$ cat src/ck_console_map.vh
/*
  constants for the console key control block: register offsets,
  field positions, reset values and timing counts.
  assumes the includer runs on a 10 ns clock.
*/
`ifndef CK_CONSOLE_MAP_VH
`define CK_CONSOLE_MAP_VH

`define CK_CLK_PERIOD_NS 10
`define CK_ANY_KEY_NS 3000
`define CK_ANY_KEY_CYC ((`CK_ANY_KEY_NS + `CK_CLK_PERIOD_NS - 1) / `CK_CLK_PERIOD_NS)
`define CK_STAGE_MS 25
`define CK_STAGE_CYC (`CK_STAGE_MS * 1000000 / `CK_CLK_PERIOD_NS)
`define CK_LOCK_MS 30
`define CK_LOCK_CYC (`CK_LOCK_MS * 1000000 / `CK_CLK_PERIOD_NS)
`define CK_CNT_W 22

`define CK_NKEYS 9
`define CK_KEY_CLEAR 0
`define CK_KEY_RESET 1
`define CK_KEY_START 2
`define CK_KEY_SSTEP 3
`define CK_KEY_MSTEP 4
`define CK_KEY_DISPLAY 5
`define CK_KEY_ENTER 6
`define CK_KEY_EXEC_ONCE 7
`define CK_KEY_LOAD 8
`define CK_AUTO_MASK 9'h107
`define CK_MANUAL_MASK 9'h1FE

`define CK_OFS_CTRL 8'h00
`define CK_OFS_STATUS 8'h04
`define CK_CTRL_OVERRIDE 0
`define CK_CTRL_TIMER 1
`define CK_CTRL_CWBE 2
`define CK_CTRL_RESET 3'h0

`define CK_ST_MASTER_STOP 0
`define CK_ST_PROGRAM_STOP 1
`define CK_ST_START 2
`define CK_ST_RESET 3
`define CK_ST_MANUAL 4
`define CK_ST_MSTEP 5
`define CK_ST_ANY_KEY 6

`endif

$ cat src/ck_console_key_control.v
/*
  console key control: turns synchronised operator keys into timed
  key-activation pulses, single and multiple step pulses, and keeps the
  automatic/manual status with the master-stop, program-stop, start and
  reset triggers; an ahb-lite slave holds the console switch register.
  assumes timing-ring pulses, early i-cycle, halt and channel-in-use
  come from logic on hclk; keys and the automatic switch are async pins.
*/
// Operation
// [RL1] any logical key gives 3 us pulse
// [RL2] single step: pulse, step only if unstopped
// [RL3] halt sets program stop, steps blocked
// [RL4] held multiple step repeats every 50 ms
// [RL5] 50 ms from two chained 25 ms stages
// [RL6] manual stops after current instruction, channels permitting
// [RL7] manual and allowed sets master stop at i1d2
// [RL8] interval timer runs regardless of status
// [RL9] automatic honours clear, reset, start, load only
// [RL10] manual key set; start only clears program stop
// [RL11] channel busy without override forces automatic
// [RL12] override masks channel busy, stays manual
// [RL13] override lamp follows override
// [RL14] start sets start trigger, clears at a5d1
// [RL15] automatic start clears master stop at a4d2
// [RL16] start resumes execution only in automatic
// [RL17] word-bank execute replaces fetch from storage
// [RL18] word-bank execute lamp lit, works manual
// [RL19] reset key works both statuses, spares storage
// [RL20] reset trigger set a3d1, cleared a2d1
// [RL21] interlock reset clears channel and cpu state
// [RL22] interlock reset sets stop and end triggers
// [RL23] keys synchronised and edge detected once
// [RL24] clear key ignored in manual
`include "ck_console_map.vh"

module ck_console_key_control #(
  parameter [`CK_CNT_W-1:0] STAGE_CYC = `CK_STAGE_CYC,
  parameter [`CK_CNT_W-1:0] LOCK_CYC = `CK_LOCK_CYC
) (
  input wire hclk,
  input wire hresetn,
  input wire hsel,
  input wire [31:0] haddr,
  input wire [1:0] htrans,
  input wire hwrite,
  input wire [2:0] hsize,
  input wire [31:0] hwdata,
  input wire hready,
  output reg [31:0] hrdata,
  output wire hreadyout,
  output wire hresp,
  input wire [`CK_NKEYS-1:0] key_pins,
  input wire automatic_switch,
  input wire power_on_reset,
  input wire pulse_i1d2,
  input wire pulse_a2d1,
  input wire pulse_a3d1,
  input wire pulse_a4d2,
  input wire pulse_a5d1,
  input wire early_i_cycle,
  input wire halt_instruction,
  input wire channel_in_use,
  output reg any_key_pulse,
  output reg step_pulse,
  output reg [`CK_NKEYS-1:0] key_op,
  output reg master_stop,
  output reg program_stop,
  output reg start_trigger,
  output reg reset_trigger,
  output reg interlock_reset,
  output wire channel_reset_command,
  output wire manual_status,
  output wire inhibit_ic_step,
  output wire inhibit_mdr_to_bus,
  output wire word_bank_to_bus,
  output wire override_lamp,
  output wire word_bank_lamp,
  output wire interval_timer_run
);

  localparam [2:0] MS_IDLE = 3'h1;
  localparam [2:0] MS_STAGE1 = 3'h2;
  localparam [2:0] MS_STAGE2 = 3'h4;
  localparam [`CK_CNT_W-1:0] ANY_CYC = `CK_ANY_KEY_CYC;
  localparam [`CK_CNT_W-1:0] CNT_ONE = 22'h000001;

  // key synchronisers, three flops each
  reg [`CK_NKEYS-1:0] s1_reg;
  reg [`CK_NKEYS-1:0] s2_reg;
  reg [`CK_NKEYS-1:0] s3_reg;
  reg [`CK_NKEYS-1:0] key_lvl_reg;
  wire [`CK_NKEYS-1:0] key_press;
  reg as1_reg;
  reg as2_reg;
  reg as3_reg;
  reg auto_sw_reg;

  genvar gi;
  generate
    for (gi = 0; gi < `CK_NKEYS; gi = gi + 1) begin : g_key
      always @(posedge hclk or negedge hresetn) begin
        if (!hresetn) begin
          s1_reg[gi] <= 1'b0;
          s2_reg[gi] <= 1'b0;
          s3_reg[gi] <= 1'b0;
          key_lvl_reg[gi] <= 1'b0;
        end else begin
          s1_reg[gi] <= key_pins[gi];
          s2_reg[gi] <= s1_reg[gi];
          s3_reg[gi] <= s2_reg[gi];
          if (s2_reg[gi] == s3_reg[gi]) begin
            key_lvl_reg[gi] <= s3_reg[gi];
          end
        end
      end
      // one press per rising level [RL23]
      assign key_press[gi] = (s2_reg[gi] == s3_reg[gi]) & s3_reg[gi] & ~key_lvl_reg[gi];
    end
  endgenerate

  always @(posedge hclk or negedge hresetn) begin
    if (!hresetn) begin
      as1_reg <= 1'b1;
      as2_reg <= 1'b1;
      as3_reg <= 1'b1;
      auto_sw_reg <= 1'b1;
    end else begin
      as1_reg <= automatic_switch;
      as2_reg <= as1_reg;
      as3_reg <= as2_reg;
      if (as2_reg == as3_reg) begin
        auto_sw_reg <= as3_reg;
      end
    end
  end

  // console switch register
  reg [2:0] ctrl_reg;
  wire override = ctrl_reg[`CK_CTRL_OVERRIDE];
  wire cwbe = ctrl_reg[`CK_CTRL_CWBE];

  // and 2c: manual wanted and channels idle or masked [RL6] [RL11] [RL12]
  assign manual_status = ~auto_sw_reg & (override | ~channel_in_use);
  wire auto_status = ~manual_status;

  // key acceptance by status [RL9] [RL10] [RL24]
  reg [`CK_NKEYS-1:0] status_mask;
  always @* begin
    if (auto_status) begin
      status_mask = `CK_AUTO_MASK;
    end else begin
      status_mask = `CK_MANUAL_MASK;
    end
  end
  reg [`CK_CNT_W-1:0] lock_cnt_reg;
  wire locked = (lock_cnt_reg != {`CK_CNT_W{1'b0}});
  wire [`CK_NKEYS-1:0] key_ok = key_press & status_mask & {`CK_NKEYS{~locked}};
  wire any_accept = |key_ok;
  wire step_allowed = ~program_stop;
  wire sstep_go = key_ok[`CK_KEY_SSTEP] & step_allowed;
  wire mstep_go = key_ok[`CK_KEY_MSTEP] & step_allowed;

  // multiple step delay chain
  reg [2:0] ms_state_reg;
  reg [2:0] ms_state_next;
  reg [`CK_CNT_W-1:0] ms_cnt_reg;
  reg [`CK_CNT_W-1:0] ms_cnt_next;
  reg ms_fire;
  wire ms_cnt_end = (ms_cnt_reg == CNT_ONE);
  wire ms_hold = key_lvl_reg[`CK_KEY_MSTEP] & manual_status & step_allowed;

  always @* begin
    ms_state_next = ms_state_reg;
    ms_cnt_next = ms_cnt_reg;
    ms_fire = 1'b0;
    case (ms_state_reg)
      MS_IDLE: begin
        if (mstep_go) begin
          ms_state_next = MS_STAGE1;
          ms_cnt_next = STAGE_CYC;
        end
      end
      MS_STAGE1: begin
        if (!ms_hold) begin
          ms_state_next = MS_IDLE;
          ms_cnt_next = {`CK_CNT_W{1'b0}};
        end else if (ms_cnt_end) begin
          // first stage hands over to the second [RL5]
          ms_state_next = MS_STAGE2;
          ms_cnt_next = STAGE_CYC;
        end else begin
          ms_cnt_next = ms_cnt_reg - CNT_ONE;
        end
      end
      MS_STAGE2: begin
        if (!ms_hold) begin
          ms_state_next = MS_IDLE;
          ms_cnt_next = {`CK_CNT_W{1'b0}};
        end else if (ms_cnt_end) begin
          // second stage retriggers the first, new pulse [RL4] [RL5]
          ms_fire = 1'b1;
          ms_state_next = MS_STAGE1;
          ms_cnt_next = STAGE_CYC;
        end else begin
          ms_cnt_next = ms_cnt_reg - CNT_ONE;
        end
      end
      default: begin
        ms_state_next = MS_IDLE;
        ms_cnt_next = {`CK_CNT_W{1'b0}};
      end
    endcase
  end

  always @(posedge hclk or negedge hresetn) begin
    if (!hresetn) begin
      ms_state_reg <= MS_IDLE;
      ms_cnt_reg <= {`CK_CNT_W{1'b0}};
    end else begin
      ms_state_reg <= ms_state_next;
      ms_cnt_reg <= ms_cnt_next;
    end
  end

  // any-key single shots: 30 ms lockout, 3 us output
  reg [`CK_CNT_W-1:0] ak_cnt_reg;
  wire ak_fire = any_accept | ms_fire;

  // step keys give no operation while the program is stopped [RL3]
  reg [`CK_NKEYS-1:0] key_op_next;
  always @* begin
    key_op_next = key_ok;
    if (program_stop) begin
      key_op_next[`CK_KEY_SSTEP] = 1'b0;
      key_op_next[`CK_KEY_MSTEP] = 1'b0;
    end
  end

  // lockout swallows contact bounce after an accepted key [RL23]
  always @(posedge hclk or negedge hresetn) begin
    if (!hresetn) begin
      lock_cnt_reg <= {`CK_CNT_W{1'b0}};
    end else begin
      if (any_accept) begin
        lock_cnt_reg <= LOCK_CYC;
      end else if (locked) begin
        lock_cnt_reg <= lock_cnt_reg - CNT_ONE;
      end
    end
  end

  always @(posedge hclk or negedge hresetn) begin
    if (!hresetn) begin
      ak_cnt_reg <= {`CK_CNT_W{1'b0}};
      any_key_pulse <= 1'b0;
      step_pulse <= 1'b0;
      key_op <= {`CK_NKEYS{1'b0}};
    end else begin
      if (ak_fire) begin
        ak_cnt_reg <= ANY_CYC;
      end else if (ak_cnt_reg != {`CK_CNT_W{1'b0}}) begin
        ak_cnt_reg <= ak_cnt_reg - CNT_ONE;
      end
      any_key_pulse <= ak_fire | (ak_cnt_reg > CNT_ONE); // [RL1] [RL4]
      step_pulse <= sstep_go | mstep_go | ms_fire; // [RL2] [RL3]
      key_op <= key_op_next; // [RL3]
    end
  end

  // triggers
  reg reset_pend_reg;
  wire want_reset = key_ok[`CK_KEY_RESET] | key_ok[`CK_KEY_CLEAR];
  wire ilk_cause = power_on_reset | want_reset | key_ok[`CK_KEY_LOAD];

  always @(posedge hclk or negedge hresetn) begin
    if (!hresetn) begin
      reset_pend_reg <= 1'b0;
      reset_trigger <= 1'b0;
      interlock_reset <= 1'b0;
    end else begin
      interlock_reset <= ilk_cause; // [RL21] [RL22]
      // reset waits for a3d1, drops at a2d1 [RL19] [RL20]
      if (want_reset) begin
        reset_pend_reg <= 1'b1;
      end else if (pulse_a3d1) begin
        reset_pend_reg <= 1'b0;
      end
      if (reset_pend_reg & pulse_a3d1) begin
        reset_trigger <= 1'b1;
      end else if (pulse_a2d1) begin
        reset_trigger <= 1'b0;
      end
    end
  end

  always @(posedge hclk or negedge hresetn) begin
    if (!hresetn) begin
      start_trigger <= 1'b0;
      program_stop <= 1'b0;
      master_stop <= 1'b1;
    end else begin
      // start trigger either status, cleared at a5d1 [RL14]
      if (key_ok[`CK_KEY_START]) begin
        start_trigger <= 1'b1;
      end else if (pulse_a5d1) begin
        start_trigger <= 1'b0;
      end
      // halt set wins over start and interlock clear [RL3] [RL10] [RL14]
      if (halt_instruction) begin
        program_stop <= 1'b1;
      end else if (key_ok[`CK_KEY_START] | interlock_reset) begin
        program_stop <= 1'b0;
      end
      if (interlock_reset | (manual_status & pulse_i1d2)) begin
        master_stop <= 1'b1; // [RL7] [RL22]
      end else if (auto_status & start_trigger & pulse_a4d2) begin
        master_stop <= 1'b0; // [RL15] [RL16]
      end
    end
  end

  assign channel_reset_command = interlock_reset | reset_trigger; // [RL19] [RL21]

  // word-bank execute during early i-cycles [RL17] [RL18]
  wire wb_fetch = cwbe & early_i_cycle;
  assign inhibit_ic_step = wb_fetch;
  assign inhibit_mdr_to_bus = wb_fetch;
  assign word_bank_to_bus = wb_fetch;
  assign word_bank_lamp = cwbe; // [RL18]
  assign override_lamp = override; // [RL13]
  assign interval_timer_run = ctrl_reg[`CK_CTRL_TIMER]; // [RL8]

  // ahb-lite slave, zero wait states
  reg wr_pend_reg;
  reg [7:0] wr_addr_reg;
  wire take = hsel & hready & htrans[1];
  wire ak_running = (ak_cnt_reg != {`CK_CNT_W{1'b0}});
  wire ms_running = ~ms_state_reg[0];
  wire [6:0] status_word = {ak_running, ms_running,
    manual_status, reset_trigger, start_trigger, program_stop, master_stop};
  reg [31:0] rd_mux;

  always @* begin
    case (haddr[7:0])
      `CK_OFS_CTRL: begin
        rd_mux = {29'h00000000, ctrl_reg};
      end
      `CK_OFS_STATUS: begin
        rd_mux = {25'h0000000, status_word};
      end
      default: begin
        rd_mux = 32'h00000000;
      end
    endcase
  end

  assign hreadyout = 1'b1;
  assign hresp = 1'b0;

  always @(posedge hclk or negedge hresetn) begin
    if (!hresetn) begin
      wr_pend_reg <= 1'b0;
      wr_addr_reg <= 8'h00;
      ctrl_reg <= `CK_CTRL_RESET;
      hrdata <= 32'h00000000;
    end else begin
      wr_pend_reg <= take & hwrite;
      if (take) begin
        wr_addr_reg <= haddr[7:0];
      end
      if (wr_pend_reg && wr_addr_reg == `CK_OFS_CTRL) begin
        ctrl_reg <= hwdata[2:0];
      end
      if (take & ~hwrite) begin
        hrdata <= rd_mux;
      end
    end
  end

endmodule

$ cat config.mk
export PLATFORM = sky130hd
export DESIGN_NAME = ck_console_key_control
export DESIGN_NICKNAME = d
export VERILOG_FILES = /design/src/ck_console_key_control.v
export VERILOG_INCLUDE_DIRS = /design/src
export SDC_FILE = /design/constraint.sdc
export NUM_CORES = 1
export LEC_CHECK = 0
export ABC_AREA = 1
export BUFFER_PORTS_ARGS = -buffer_cell sky130_fd_sc_hd__buf_2
export CORE_MARGIN = 1.5
export CORE_UTILIZATION = 35
export DETAILED_ROUTE_END_ITERATION = 16
export PLACE_DENSITY_LB_ADDON = 0.2
export SETUP_SLACK_MARGIN = 0.15
export SYNTH_ARGS = -nofsm -noshare
export SYNTH_HDL_FRONTEND = slang
export SYNTH_SLANG_ARGS = --single-unit
$ cat constraint.sdc
create_clock -name hclk -period 2.4 [get_ports hclk]
set_input_delay 0.48 -clock hclk [delete_from_list [all_inputs] [get_ports hclk]]
set_output_delay 0.48 -clock hclk [all_outputs]
set_load 0.02 [all_outputs]
==> impl_metrics.env, run 1 <==
export IMPL_syn2layout_area_growth_pct=16.9
export IMPL_yosys_warnings=0
export IMPL_finalCritPeriodShare_pct=85.0
export IMPL_critPathArrivalTime_ns=2.39
export IMPL_dp_slack_ns=0.299
export IMPL_drtPass1Iterations=4
export IMPL_startpoint_type="flip-flop"
export IMPL_grtUsageTotal_pct=15.0
export IMPL_drt_wirelength_per_cell_um=12.9
export IMPL_leakagePower_nw=4.11
export IMPL_clk_pin_slew_ns=0.07
export IMPL_fin_nets=1005
export IMPL_synth_top_flop_cell="dfrtp_1"
export IMPL_antenna_found_initial=0
export IMPL_clk_path_buf_depth=2
export IMPL_io_buffers=66
export IMPL_cts_tree="done"
export IMPL_cts_made_buffers=17
export IMPL_first_iter_violations=242
export IMPL_via_per_inst=4.54
export IMPL_synth_area_um2=7190
export IMPL_worstSetupEndpointType="flip-flop"
export IMPL_multi_input_area_um2=3020
export IMPL_pin_count=151
export IMPL_finalSetupViolCount=0
export IMPL_synth_seq_cells=145
export IMPL_synth_edf_count=0
export IMPL_cap_violations=0
export IMPL_overflow=0
export IMPL_timing_hold_ws_ns=0.146
export IMPL_core_area_um2=20200
export IMPL_synth_xor_area_share_pct=4.51
export IMPL_dp_hpwl_um=11500
export IMPL_hold_viol=0
export IMPL_synth_compound_area_share_pct=4.96
export IMPL_rsz0062_at_grt="no"
export IMPL_hold_path_class="in2reg"
export IMPL_die_w_um=146
export IMPL_synth_simple_area_share_pct=26.5
export IMPL_fillers=2051
export IMPL_max_freq_mhz=490
export IMPL_wl_um=15300
export IMPL_setup_ws_ns=0.360
export IMPL_max_slew_margin_pct=61.2
export IMPL_post_cts_buffers=0
export IMPL_grt_pass1_vias=5202
export IMPL_synth_area_per_cell_um2=8.88
export IMPL_async_reset_ff_share_pct=100
export IMPL_route_vias_total=5362
export IMPL_diodes=0
export IMPL_ys_seq_area_share_pct=50.6
export IMPL_worst_pin_slew_ns=0.578
export IMPL_synth_fa_ha_area_share_pct=2.57
export IMPL_layout_min_cycle_time_ns=2.04
export IMPL_drc_errors=0
export IMPL_layout_commonest_cell="dfrtp_1"
export IMPL_routabilityCongestion=0.813
export IMPL_ir_worst_vdd_mv=0.525
export IMPL_grt_max_degree=51
export IMPL_finClkSkew_ns=0.0115
export IMPL_powerDensity_nw_per_um2=664
export IMPL_required_ns=2.75
export IMPL_regArea_um2=3640
export IMPL_path_class="reg2reg"
export IMPL_clock_latency_ns=0.43
export IMPL_worstPathMaxFanout=12
export IMPL_ctsHtreeMaxLevel=4
export IMPL_post_route_util_pct=41.7
export IMPL_final_cell_mix="139 x dfrtp_1, 132 x nor2_1, 120 x nand2_1, 87 x inv_1, 65 x buf_2"
export IMPL_synth_cell_types=48
export IMPL_cts_root_buffer="clkbuf_16"
export IMPL_fin_setup_tns_ns=0
export IMPL_syn_inst=810
export IMPL_initial_core_util_pct=35.7
export IMPL_status="complete, no violations"
export IMPL_final_cells=1181
export IMPL_fp_dieH_um=146
export IMPL_drive_gt1_share_pct=20.2
export IMPL_num_rows=52
export IMPL_synthMuxAreaShare_pct=1.88
export IMPL_fp_dieArea_um2=21400
export IMPL_antenna_left=0
export IMPL_cts_sinks=145
export IMPL_grt_pass1_wl_um=25400
export IMPL_placed_cells=1148
export IMPL_synth_top_family_by_area="simple AND/OR/NAND/NOR gates"
export IMPL_drv_slew=0
## layout make-up
cell class / count / area share (%)
sequential: 145 / 43.3
clock buffer: 18 / 5.22
multi-input combinational: 561 / 35.9
clock inverter: 14 / 1.99
tap: 270 / 4.02
timing repair buffer: 80 / 5.43
inverter: 93 / 4.20
## logic make-up after synthesis
| group | Yosys count |
|---|---|
| xor gates and xnor gates | 37 |
| adders and majority gates | 15 |
| DFF | 145 |
| buffers and inverters | 129 |
| and+or+nand+nor | 406 |
| other | 2 |
| muxes | 12 |
| AOI/OAI and AO/OA | 64 |
## cells in the mapped netlist, types with 2 or more instances
cell	number	area [um^2]
buf_6	2	22.5
nor3_1	26	130
nand4_1	13	81.3
or2_2	6	37.5
dfrtp_1	139	3480
o211ai_1	3	22.5
dfstp_2	6	158
inv_1	87	327
nand3_2	2	20.0
mux2_2	12	135
nand2_4	3	33.8
o31ai_1	2	15.0
nand3b_1	3	22.5
nand3_1	53	265
buf_4	30	225
conb_1	2	7.51
a21oi_1	21	105
xor2_1	28	245
ha_1	14	175
nand2_2	9	56.3
nand2_1	120	450
inv_2	4	15.0
nor2_1	132	495
o21ai_0	29	145
o21ai_1	3	15.0
xnor2_1	9	78.8
nor4_1	10	62.6
nor2_4	5	56.3
nor2_2	16	100
or2_1	3	18.8
## worst max-delay path: stages, from the launching register on
cell and delay, ns:
dfrtp_1 0.36, inv_1 0.11, ha_2 0.24, nand2_2 0.09, nor2_2 0.10, nand2_2 0.06
nor2_4 0.18, nand3_4 0.13, nand2_4 0.17, buf_4 0.22, nand3_2 0.08, nand2_1 0.07
nand2_1 0.05, nor2_1 0.10
## per-layer routing
| layer | up-vias | part of all wire, % | global-route usage, % |
|---|---|---|---|
| met5 | - | 0 | 0 |
| met4 | 0 | 1.3 | 5.61 |
| met3 | 14 | 5.0 | 2.91 |
| met2 | 108 | 47 | 24.3 |
| met1 | 2512 | 47 | 19.9 |
| li1 | 2728 | - | - |
## path summary, 6_finish.rpt
kind,start,to,slack [ns],depth (start not counted)
worst max-delay path,lock_cnt_reg[0]$_DFFE_PN0P_,ms_cnt_reg[19]$_DFFE_PN0P_,0.36,13
worst min-delay path,automatic_switch,as1_reg$_DFF_PN1_,0.15,1
worst max register to register,lock_cnt_reg[0]$_DFFE_PN0P_,ms_cnt_reg[19]$_DFFE_PN0P_,0.36,13
worst min register to register,s1_reg[3]$_DFF_PN0_,s2_reg[3]$_DFF_PN0_,0.35,0
max in group asynchronous,hresetn,ms_state_reg[0]$_DFFE_PN1P_,1.14,3
min in group asynchronous,hresetn,key_op[8]$_DFF_PN0_,0.56,2
## report_power, final
group	internal (mW)	total (mW)	leakage, nW	switching, mW
logic	0.104	0.307	2.04	0.203
clock network	1.51	2.69	0.295	1.18
registers	2.53	2.58	1.78	0.0461
total	4.15	5.58	4.11	1.43
## per-stage QoR
step | power [mW] | area (um^2)
final | 5.58 | 8410
after global routing | 5.81 | 8410
after CTS | 5.66 | 8400
after detailed placement | 2.94 | 7780
after global placement | 2.93 | 7780
after floorplan | 2.83 | 7290
## what timing repair did
item,4_1_cts,5_1_grt
setup endpoints to repair,0,4
resized for setup,0,2
hold endpoints to repair,12,0
hold buffers,1,0
No activity file was read; power rests on OpenSTA's default activity.
==> inputs of run 2 (changes only) <==
--- a/config.mk
+++ b/config.mk
@@ -11,6 +11,7 @@
 export CORE_MARGIN = 1.5
 export CORE_UTILIZATION = 35
 export DETAILED_ROUTE_END_ITERATION = 16
+export HOLD_SLACK_MARGIN = 0.15
 export PLACE_DENSITY_LB_ADDON = 0.2
 export SETUP_SLACK_MARGIN = 0.15
 export SYNTH_ARGS = -nofsm -noshare
==> run 2 against run 1 <==
Compared with the run above:
- non-clock buffer count grew 9
- sequential cell count unchanged
- first-iteration DRC count grew 14%
- wire length rose by 0.41%
- register-to-register slack about the same
- utilization increased by 0.45 points
- fmax is 0.14% higher
- largest cell class unchanged
- clock skew is 0.00090 ns lower
- worst setup slack improved by 0.0030 ns
- clock power is essentially flat
- die area unchanged
- combinational power is 4% higher
==> impl_metrics.env, run 2 (synthesized netlist as in run 1, its figures left out) <==
export IMPL_status="complete, no violations"
export IMPL_grtUsageTotal_pct=15.0
export IMPL_drive_gt1_share_pct=20.0
export IMPL_pin_count=151
export IMPL_fin_total_pwr_mw=5.59
export IMPL_fp_dieArea_um2=21400
export IMPL_die_w_um=146
export IMPL_leakagePower_nw=4.15
export IMPL_overflow=0
export IMPL_drt_wirelength_per_cell_um=12.9
export IMPL_busiest_layer="met2"
export IMPL_worstPathMaxFanout=12
export IMPL_layout_commonest_cell="dfrtp_1"
export IMPL_max_freq_mhz=491
export IMPL_drtPass1Iterations=4
export IMPL_dp_slack_ns=0.299
export IMPL_required_ns=2.76
export IMPL_cts_sinks=145
export IMPL_fp_dieH_um=146
export IMPL_ir_worst_vdd_mv=0.529
export IMPL_cts_tree="done"
export IMPL_use_met2_pct=24.4
export IMPL_fin_nets=1014
export IMPL_path_class="reg2reg"
export IMPL_post_cts_buffers=0
export IMPL_fin_setup_tns_ns=0
export IMPL_clk_pin_slew_ns=0.07
export IMPL_crit_chain="inv_1 -> ha_2 -> nand2_2 -> nor2_2 -> nand2_2 -> nor2_4 -> nand3_4 -> nand2_4 -> buf_4 -> nand3_2 -> nand2_1 -> nand2_1 -> nor2_1"
export IMPL_gr_usage_met1_pct=19.9
export IMPL_grt_util_met3_pct=2.91
export IMPL_worstSetupEndpointType="flip-flop"
export IMPL_finalCritPeriodShare_pct=84.9
export IMPL_worst_path_largest_cell_delay_ns=0.36
export IMPL_grt_pass1_vias=5236
export IMPL_core_area_um2=20200
export IMPL_io_buffers=66
export IMPL_worst_pin_slew_ns=0.577
export IMPL_route_vias_total=5385
export IMPL_via_per_inst=4.53
export IMPL_drc_errors=0
export IMPL_max_slew_margin_pct=61.2
export IMPL_finalSetupViolCount=0
export IMPL_ctsHtreeMaxLevel=4
export IMPL_startpoint_type="flip-flop"
export IMPL_antenna_found_initial=0
export IMPL_drv_slew=0
export IMPL_syn2layout_area_growth_pct=18.1
export IMPL_hold_viol=0
export IMPL_layout_min_cycle_time_ns=2.04
export IMPL_cpMaxStageDelayCell="dfrtp_1"
export IMPL_dp_hpwl_um=11500
export IMPL_grt_max_degree=51
export IMPL_cts_root_buffer="clkbuf_16"
export IMPL_initial_core_util_pct=35.7
export IMPL_routabilityCongestion=0.813
export IMPL_first_iter_violations=275
export IMPL_num_rows=52
export IMPL_clk_path_buf_depth=2
export IMPL_critPathArrivalTime_ns=2.39
export IMPL_clock_latency_ns=0.43
export IMPL_final_cell_mix="139 x dfrtp_1, 132 x nor2_1, 120 x nand2_1, 87 x inv_1, 65 x buf_2"
export IMPL_rsz0062_at_grt="no"
export IMPL_finClkSkew_ns=0.0106
export IMPL_cap_violations=0
export IMPL_fillers=2039
export IMPL_cts_made_buffers=17
export IMPL_hold_path_class="in2reg"
export IMPL_powerDensity_nw_per_um2=658
export IMPL_setup_ws_ns=0.363
export IMPL_diodes=0
export IMPL_antenna_left=0
export IMPL_grt_pass1_wl_um=25500
export IMPL_wl_um=15300
==> run 2: changes by cell type in the layout (fill, tap and decap cells not counted) <==
cell | before | now
dlygate4sd3_1 | 1 | 10
==> run 2: worst paths after layout <==
check                      slack (ns)  depth (start not counted)                         from                     endpoint
setup reg to reg                 0.36                         13  lock_cnt_reg[0]$_DFFE_PN0P_   ms_cnt_reg[19]$_DFFE_PN0P_
hold / removal                   0.16                          1                  key_pins[4]          s1_reg[4]$_DFF_PN0_
setup / recovery                 0.36                         13  lock_cnt_reg[0]$_DFFE_PN0P_   ms_cnt_reg[19]$_DFFE_PN0P_
max in group asynchronous        1.13                          3                      hresetn  ms_state_reg[0]$_DFFE_PN1P_
hold reg to reg                  0.34                          0          s1_reg[3]$_DFF_PN0_          s2_reg[3]$_DFF_PN0_
min in group asynchronous        0.56                          2                      hresetn          key_op[8]$_DFF_PN0_
==> run 2: metrics by stage <==
stage                     hold slack (ns)  utilization [%]  instance area [um^2]  instances
final                               0.162             42.1                  8500       1190
after global placement              0.333             38.6                  7780       1148
after floorplan                     0.184                -                  7290        835
after detailed placement            0.336             38.6                  7780       1148
after global routing                0.154             42.1                  8500       1190
after CTS                           0.152             42.1                  8490       1190
==> run 2: per-layer routing <==
layer / routed length, um / vias up
met3: 740 / 17
met2: 7120 / 103
met5: 0 / -
li1: - / 2749
met1: 7250 / 2516
met4: 221 / 0
==> run 2: timing repair <==
action                                  4_1_cts  5_1_grt
hold buffers                                 10        0
endpoints found under the setup margin        0        4
endpoints found under the hold margin        53        0
gates resized for setup                       0        2
==> run 2: area by class of cell <==
type                            instances  area [um^2]  area share, %
Multi-Input combinational cell        561         3020           35.5
Clock buffer                           18          439           5.17
Clock inverter                         14          168           1.97
Sequential cell                       145         3640           42.8
Tap cell                              270          338           3.98
Timing Repair Buffer                   89          547           6.43
Inverter                               93          353           4.15
==> run 2: where the power goes <==
part | internal (mW) | total, mW | leakage (nW) | switching, mW
combinational | 0.113 | 0.318 | 2.08 | 0.205
sequential | 2.53 | 2.58 | 1.78 | 0.0461
clock | 1.51 | 2.70 | 0.295 | 1.18
total | 4.16 | 5.59 | 4.15 | 1.43
==> run 2: worst max-delay path: cells and delay by family (launching register included) <==
kind          cells  cell delay, ns
flops             1            0.36
buf+inv           2            0.33
fa+ha+maj         1            0.24
simple gates     10            1.03
==> inputs of run 3 (changes only) <==
==> constraint.sdc (replaced) <==
create_clock -name hclk -period 1.95 [get_ports hclk]
set_input_delay 0.39 -clock hclk [delete_from_list [all_inputs] [get_ports hclk]]
set_output_delay 0.39 -clock hclk [all_outputs]
set_load 0.02 [all_outputs]
==> run 3 against run 2 <==
Compared with the run above:
- first-iteration DRC count down 24%
- critical path type unchanged
- cell area up 12%
- global-route usage up 1.3 points
- count of clock-buffer cells in the layout down 1
- register-to-register slack worse by 0.26 ns
- fmax up 10%
- power up 26%
- clock power up 26%
- combinational power up 48%
==> impl_metrics.env, run 3 (synthesized netlist as in run 1, its figures left out) <==
export IMPL_drc_errors=0
export IMPL_grtUsageTotal_pct=16.3
export IMPL_required_ns=2.28
export IMPL_first_iter_violations=209
export IMPL_rsz0062_at_grt="yes"
export IMPL_multi_input_area_um2=3340
export IMPL_startpoint_type="flip-flop"
export IMPL_grt_pass1_vias=5666
export IMPL_worstPathMaxFanout=8
export IMPL_via_per_inst=4.53
export IMPL_finalSetupViolCount=0
export IMPL_pin_count=151
export IMPL_fp_dieH_um=146
export IMPL_hold_viol=0
export IMPL_status="complete, no violations"
export IMPL_io_buffers=66
export IMPL_whs_endpoint="ctrl_reg[2]$_DFFE_PN0P_"
export IMPL_ctsHtreeMaxLevel=4
export IMPL_cts_made_buffers=17
export IMPL_core_area_um2=20200
export IMPL_r2r_end="ms_cnt_reg[15]$_DFFE_PN0P_"
export IMPL_cts_root_buffer="clkbuf_16"
export IMPL_finalCritPeriodShare_pct=94.9
export IMPL_hold_path_class="in2reg"
export IMPL_cts_tree="done"
export IMPL_powerDensity_nw_per_um2=737
export IMPL_worstSetupEndpointType="flip-flop"
export IMPL_syn2layout_area_growth_pct=32.9
export IMPL_initial_core_util_pct=35.7
export IMPL_drtPass1Iterations=4
export IMPL_timing_rr_start="lock_cnt_reg[16]$_DFFE_PN0P_"
export IMPL_drt_wirelength_per_cell_um=13.4
export IMPL_cts_sinks=145
export IMPL_route_vias_total=5758
export IMPL_layout_commonest_cell="dfrtp_1"
export IMPL_min_path_cells=3
export IMPL_clk_path_buf_depth=2
export IMPL_clk_pin_slew_ns=0.06
export IMPL_antenna_left=0
export IMPL_ir_worst_vdd_mv=0.627
export IMPL_overflow=0
export IMPL_routabilityCongestion=0.798
export IMPL_cap_violations=0
export IMPL_fin_setup_tns_ns=0
export IMPL_cpMaxStageDelayCell="dfrtp_1"
export IMPL_timing_hold_ws_ns=0.181
export IMPL_final_cell_mix="139 x dfrtp_1, 114 x nand2_1, 114 x nor2_1, 78 x inv_1, 73 x buf_4"
export IMPL_r2r_slack_ns=0.10
export IMPL_regArea_um2=3640
export IMPL_drive_gt1_share_pct=31.7
export IMPL_wl_um=17000
export IMPL_fillers=1973
export IMPL_finClkSkew_ns=0.0240
export IMPL_cpMostUsedCell="nand2_2"
export IMPL_fp_dieArea_um2=21400
export IMPL_critPathArrivalTime_ns=2.18
export IMPL_diodes=0
export IMPL_grt_pass1_wl_um=27600
export IMPL_reg2regPathDepth=11
export IMPL_num_rows=52
export IMPL_hp_start="hwdata[2]"
export IMPL_fin_nets=1094
export IMPL_worst_path_largest_cell_delay_ns=0.41
export IMPL_clock_latency_ns=0.44
export IMPL_crit_chain="inv_1 -> nand2_1 -> nor2_1 -> nand2_2 -> nor2_4 -> nand3_4 -> nand2_8 -> buf_8 -> nand2_2 -> xor2_1 -> nor2_2"
export IMPL_antenna_found_initial=0
export IMPL_path_class="reg2reg"
export IMPL_max_freq_mhz=541
export IMPL_grt_max_degree=40
export IMPL_die_w_um=146
export IMPL_leakagePower_nw=4.67
export IMPL_drv_slew=0
export IMPL_layout_min_cycle_time_ns=1.85
export IMPL_dp_hpwl_um=11800
==> run 3: per-stage QoR <==
step | instances | total power [mW] | instance area [um^2] | worst slack (ns) | utilization, %
detailed placement | 1179 | 3.64 | 8050 | -0.0597 | 39.9
global placement | 1179 | 3.63 | 8050 | -0.0411 | 39.9
finish | 1270 | 7.04 | 9560 | 0.100 | 47.4
CTS | 1250 | 7.12 | 9130 | 0.104 | 45.3
global route | 1270 | 7.33 | 9560 | -0.0617 | 47.4
floorplan | 835 | 3.48 | 7290 | 0.225 | -
==> run 3: worst max-delay path, delay by kind of cell, from the launching register on <==
| family | cells | cell delay [ns] |
|---|---|---|
| xor gates and xnor gates | 1 | 0.16 |
| and+or+nand+nor | 8 | 0.91 |
| buffers and inverters | 2 | 0.27 |
| DFF | 1 | 0.41 |
==> run 3: final cells by class <==
type / count / area share [%]
inverters: 93 / 3.86
clock inverters: 15 / 1.95
flip-flops and latches: 145 / 38.0
multi-input cells: 562 / 35.0
repair buffers: 168 / 13.2
clock buffers: 17 / 4.45
well taps: 270 / 3.53
==> run 3: how the worst max path moves through the flow <==
stage	start	endpoint	slack, ns	depth (start not counted)
2_1_floorplan	ctrl_reg[0]$_DFFE_PN0P_	ak_cnt_reg[2]$_DFFE_PN0P_	0.23	10
3_3_place_gp	lock_cnt_reg[1]$_DFFE_PN0P_	ak_cnt_reg[5]$_DFFE_PN0P_	-0.04	11
3_5_place_dp	lock_cnt_reg[0]$_DFFE_PN0P_	ak_cnt_reg[2]$_DFFE_PN0P_	-0.06	11
4_1_cts	lock_cnt_reg[5]$_DFFE_PN0P_	ms_cnt_reg[12]$_DFFE_PN0P_	0.10	11
5_1_grt	lock_cnt_reg[16]$_DFFE_PN0P_	ms_cnt_reg[8]$_DFFE_PN0P_	-0.06	11
6_report	lock_cnt_reg[16]$_DFFE_PN0P_	ms_cnt_reg[15]$_DFFE_PN0P_	0.10	11
==> run 3: metal layers <==
layer	vias to the layer above	global-route usage, %	routed length [um]
met2	94	26.5	8170
met4	0	5.86	243
met5	-	0	0
met1	2736	21.3	8040
met3	20	3.84	561
li1	2908	-	-
==> run 3: where the power goes <==
group          internal, mW  leakage [nW]  total [mW]  switching, mW
clock                  1.95         0.300        3.40           1.45
sequential             3.12          1.78        3.17         0.0585
combinational         0.191          2.59       0.471          0.279
==> run 3: timing repair <==
action,in CTS,in global routing
setup endpoints to repair,61,71
hold endpoints to repair,48,0
pin swaps,13,22
buffers inserted,23,19
hold buffers,14,0
gates resized for setup,37,72
gates cloned,2,1
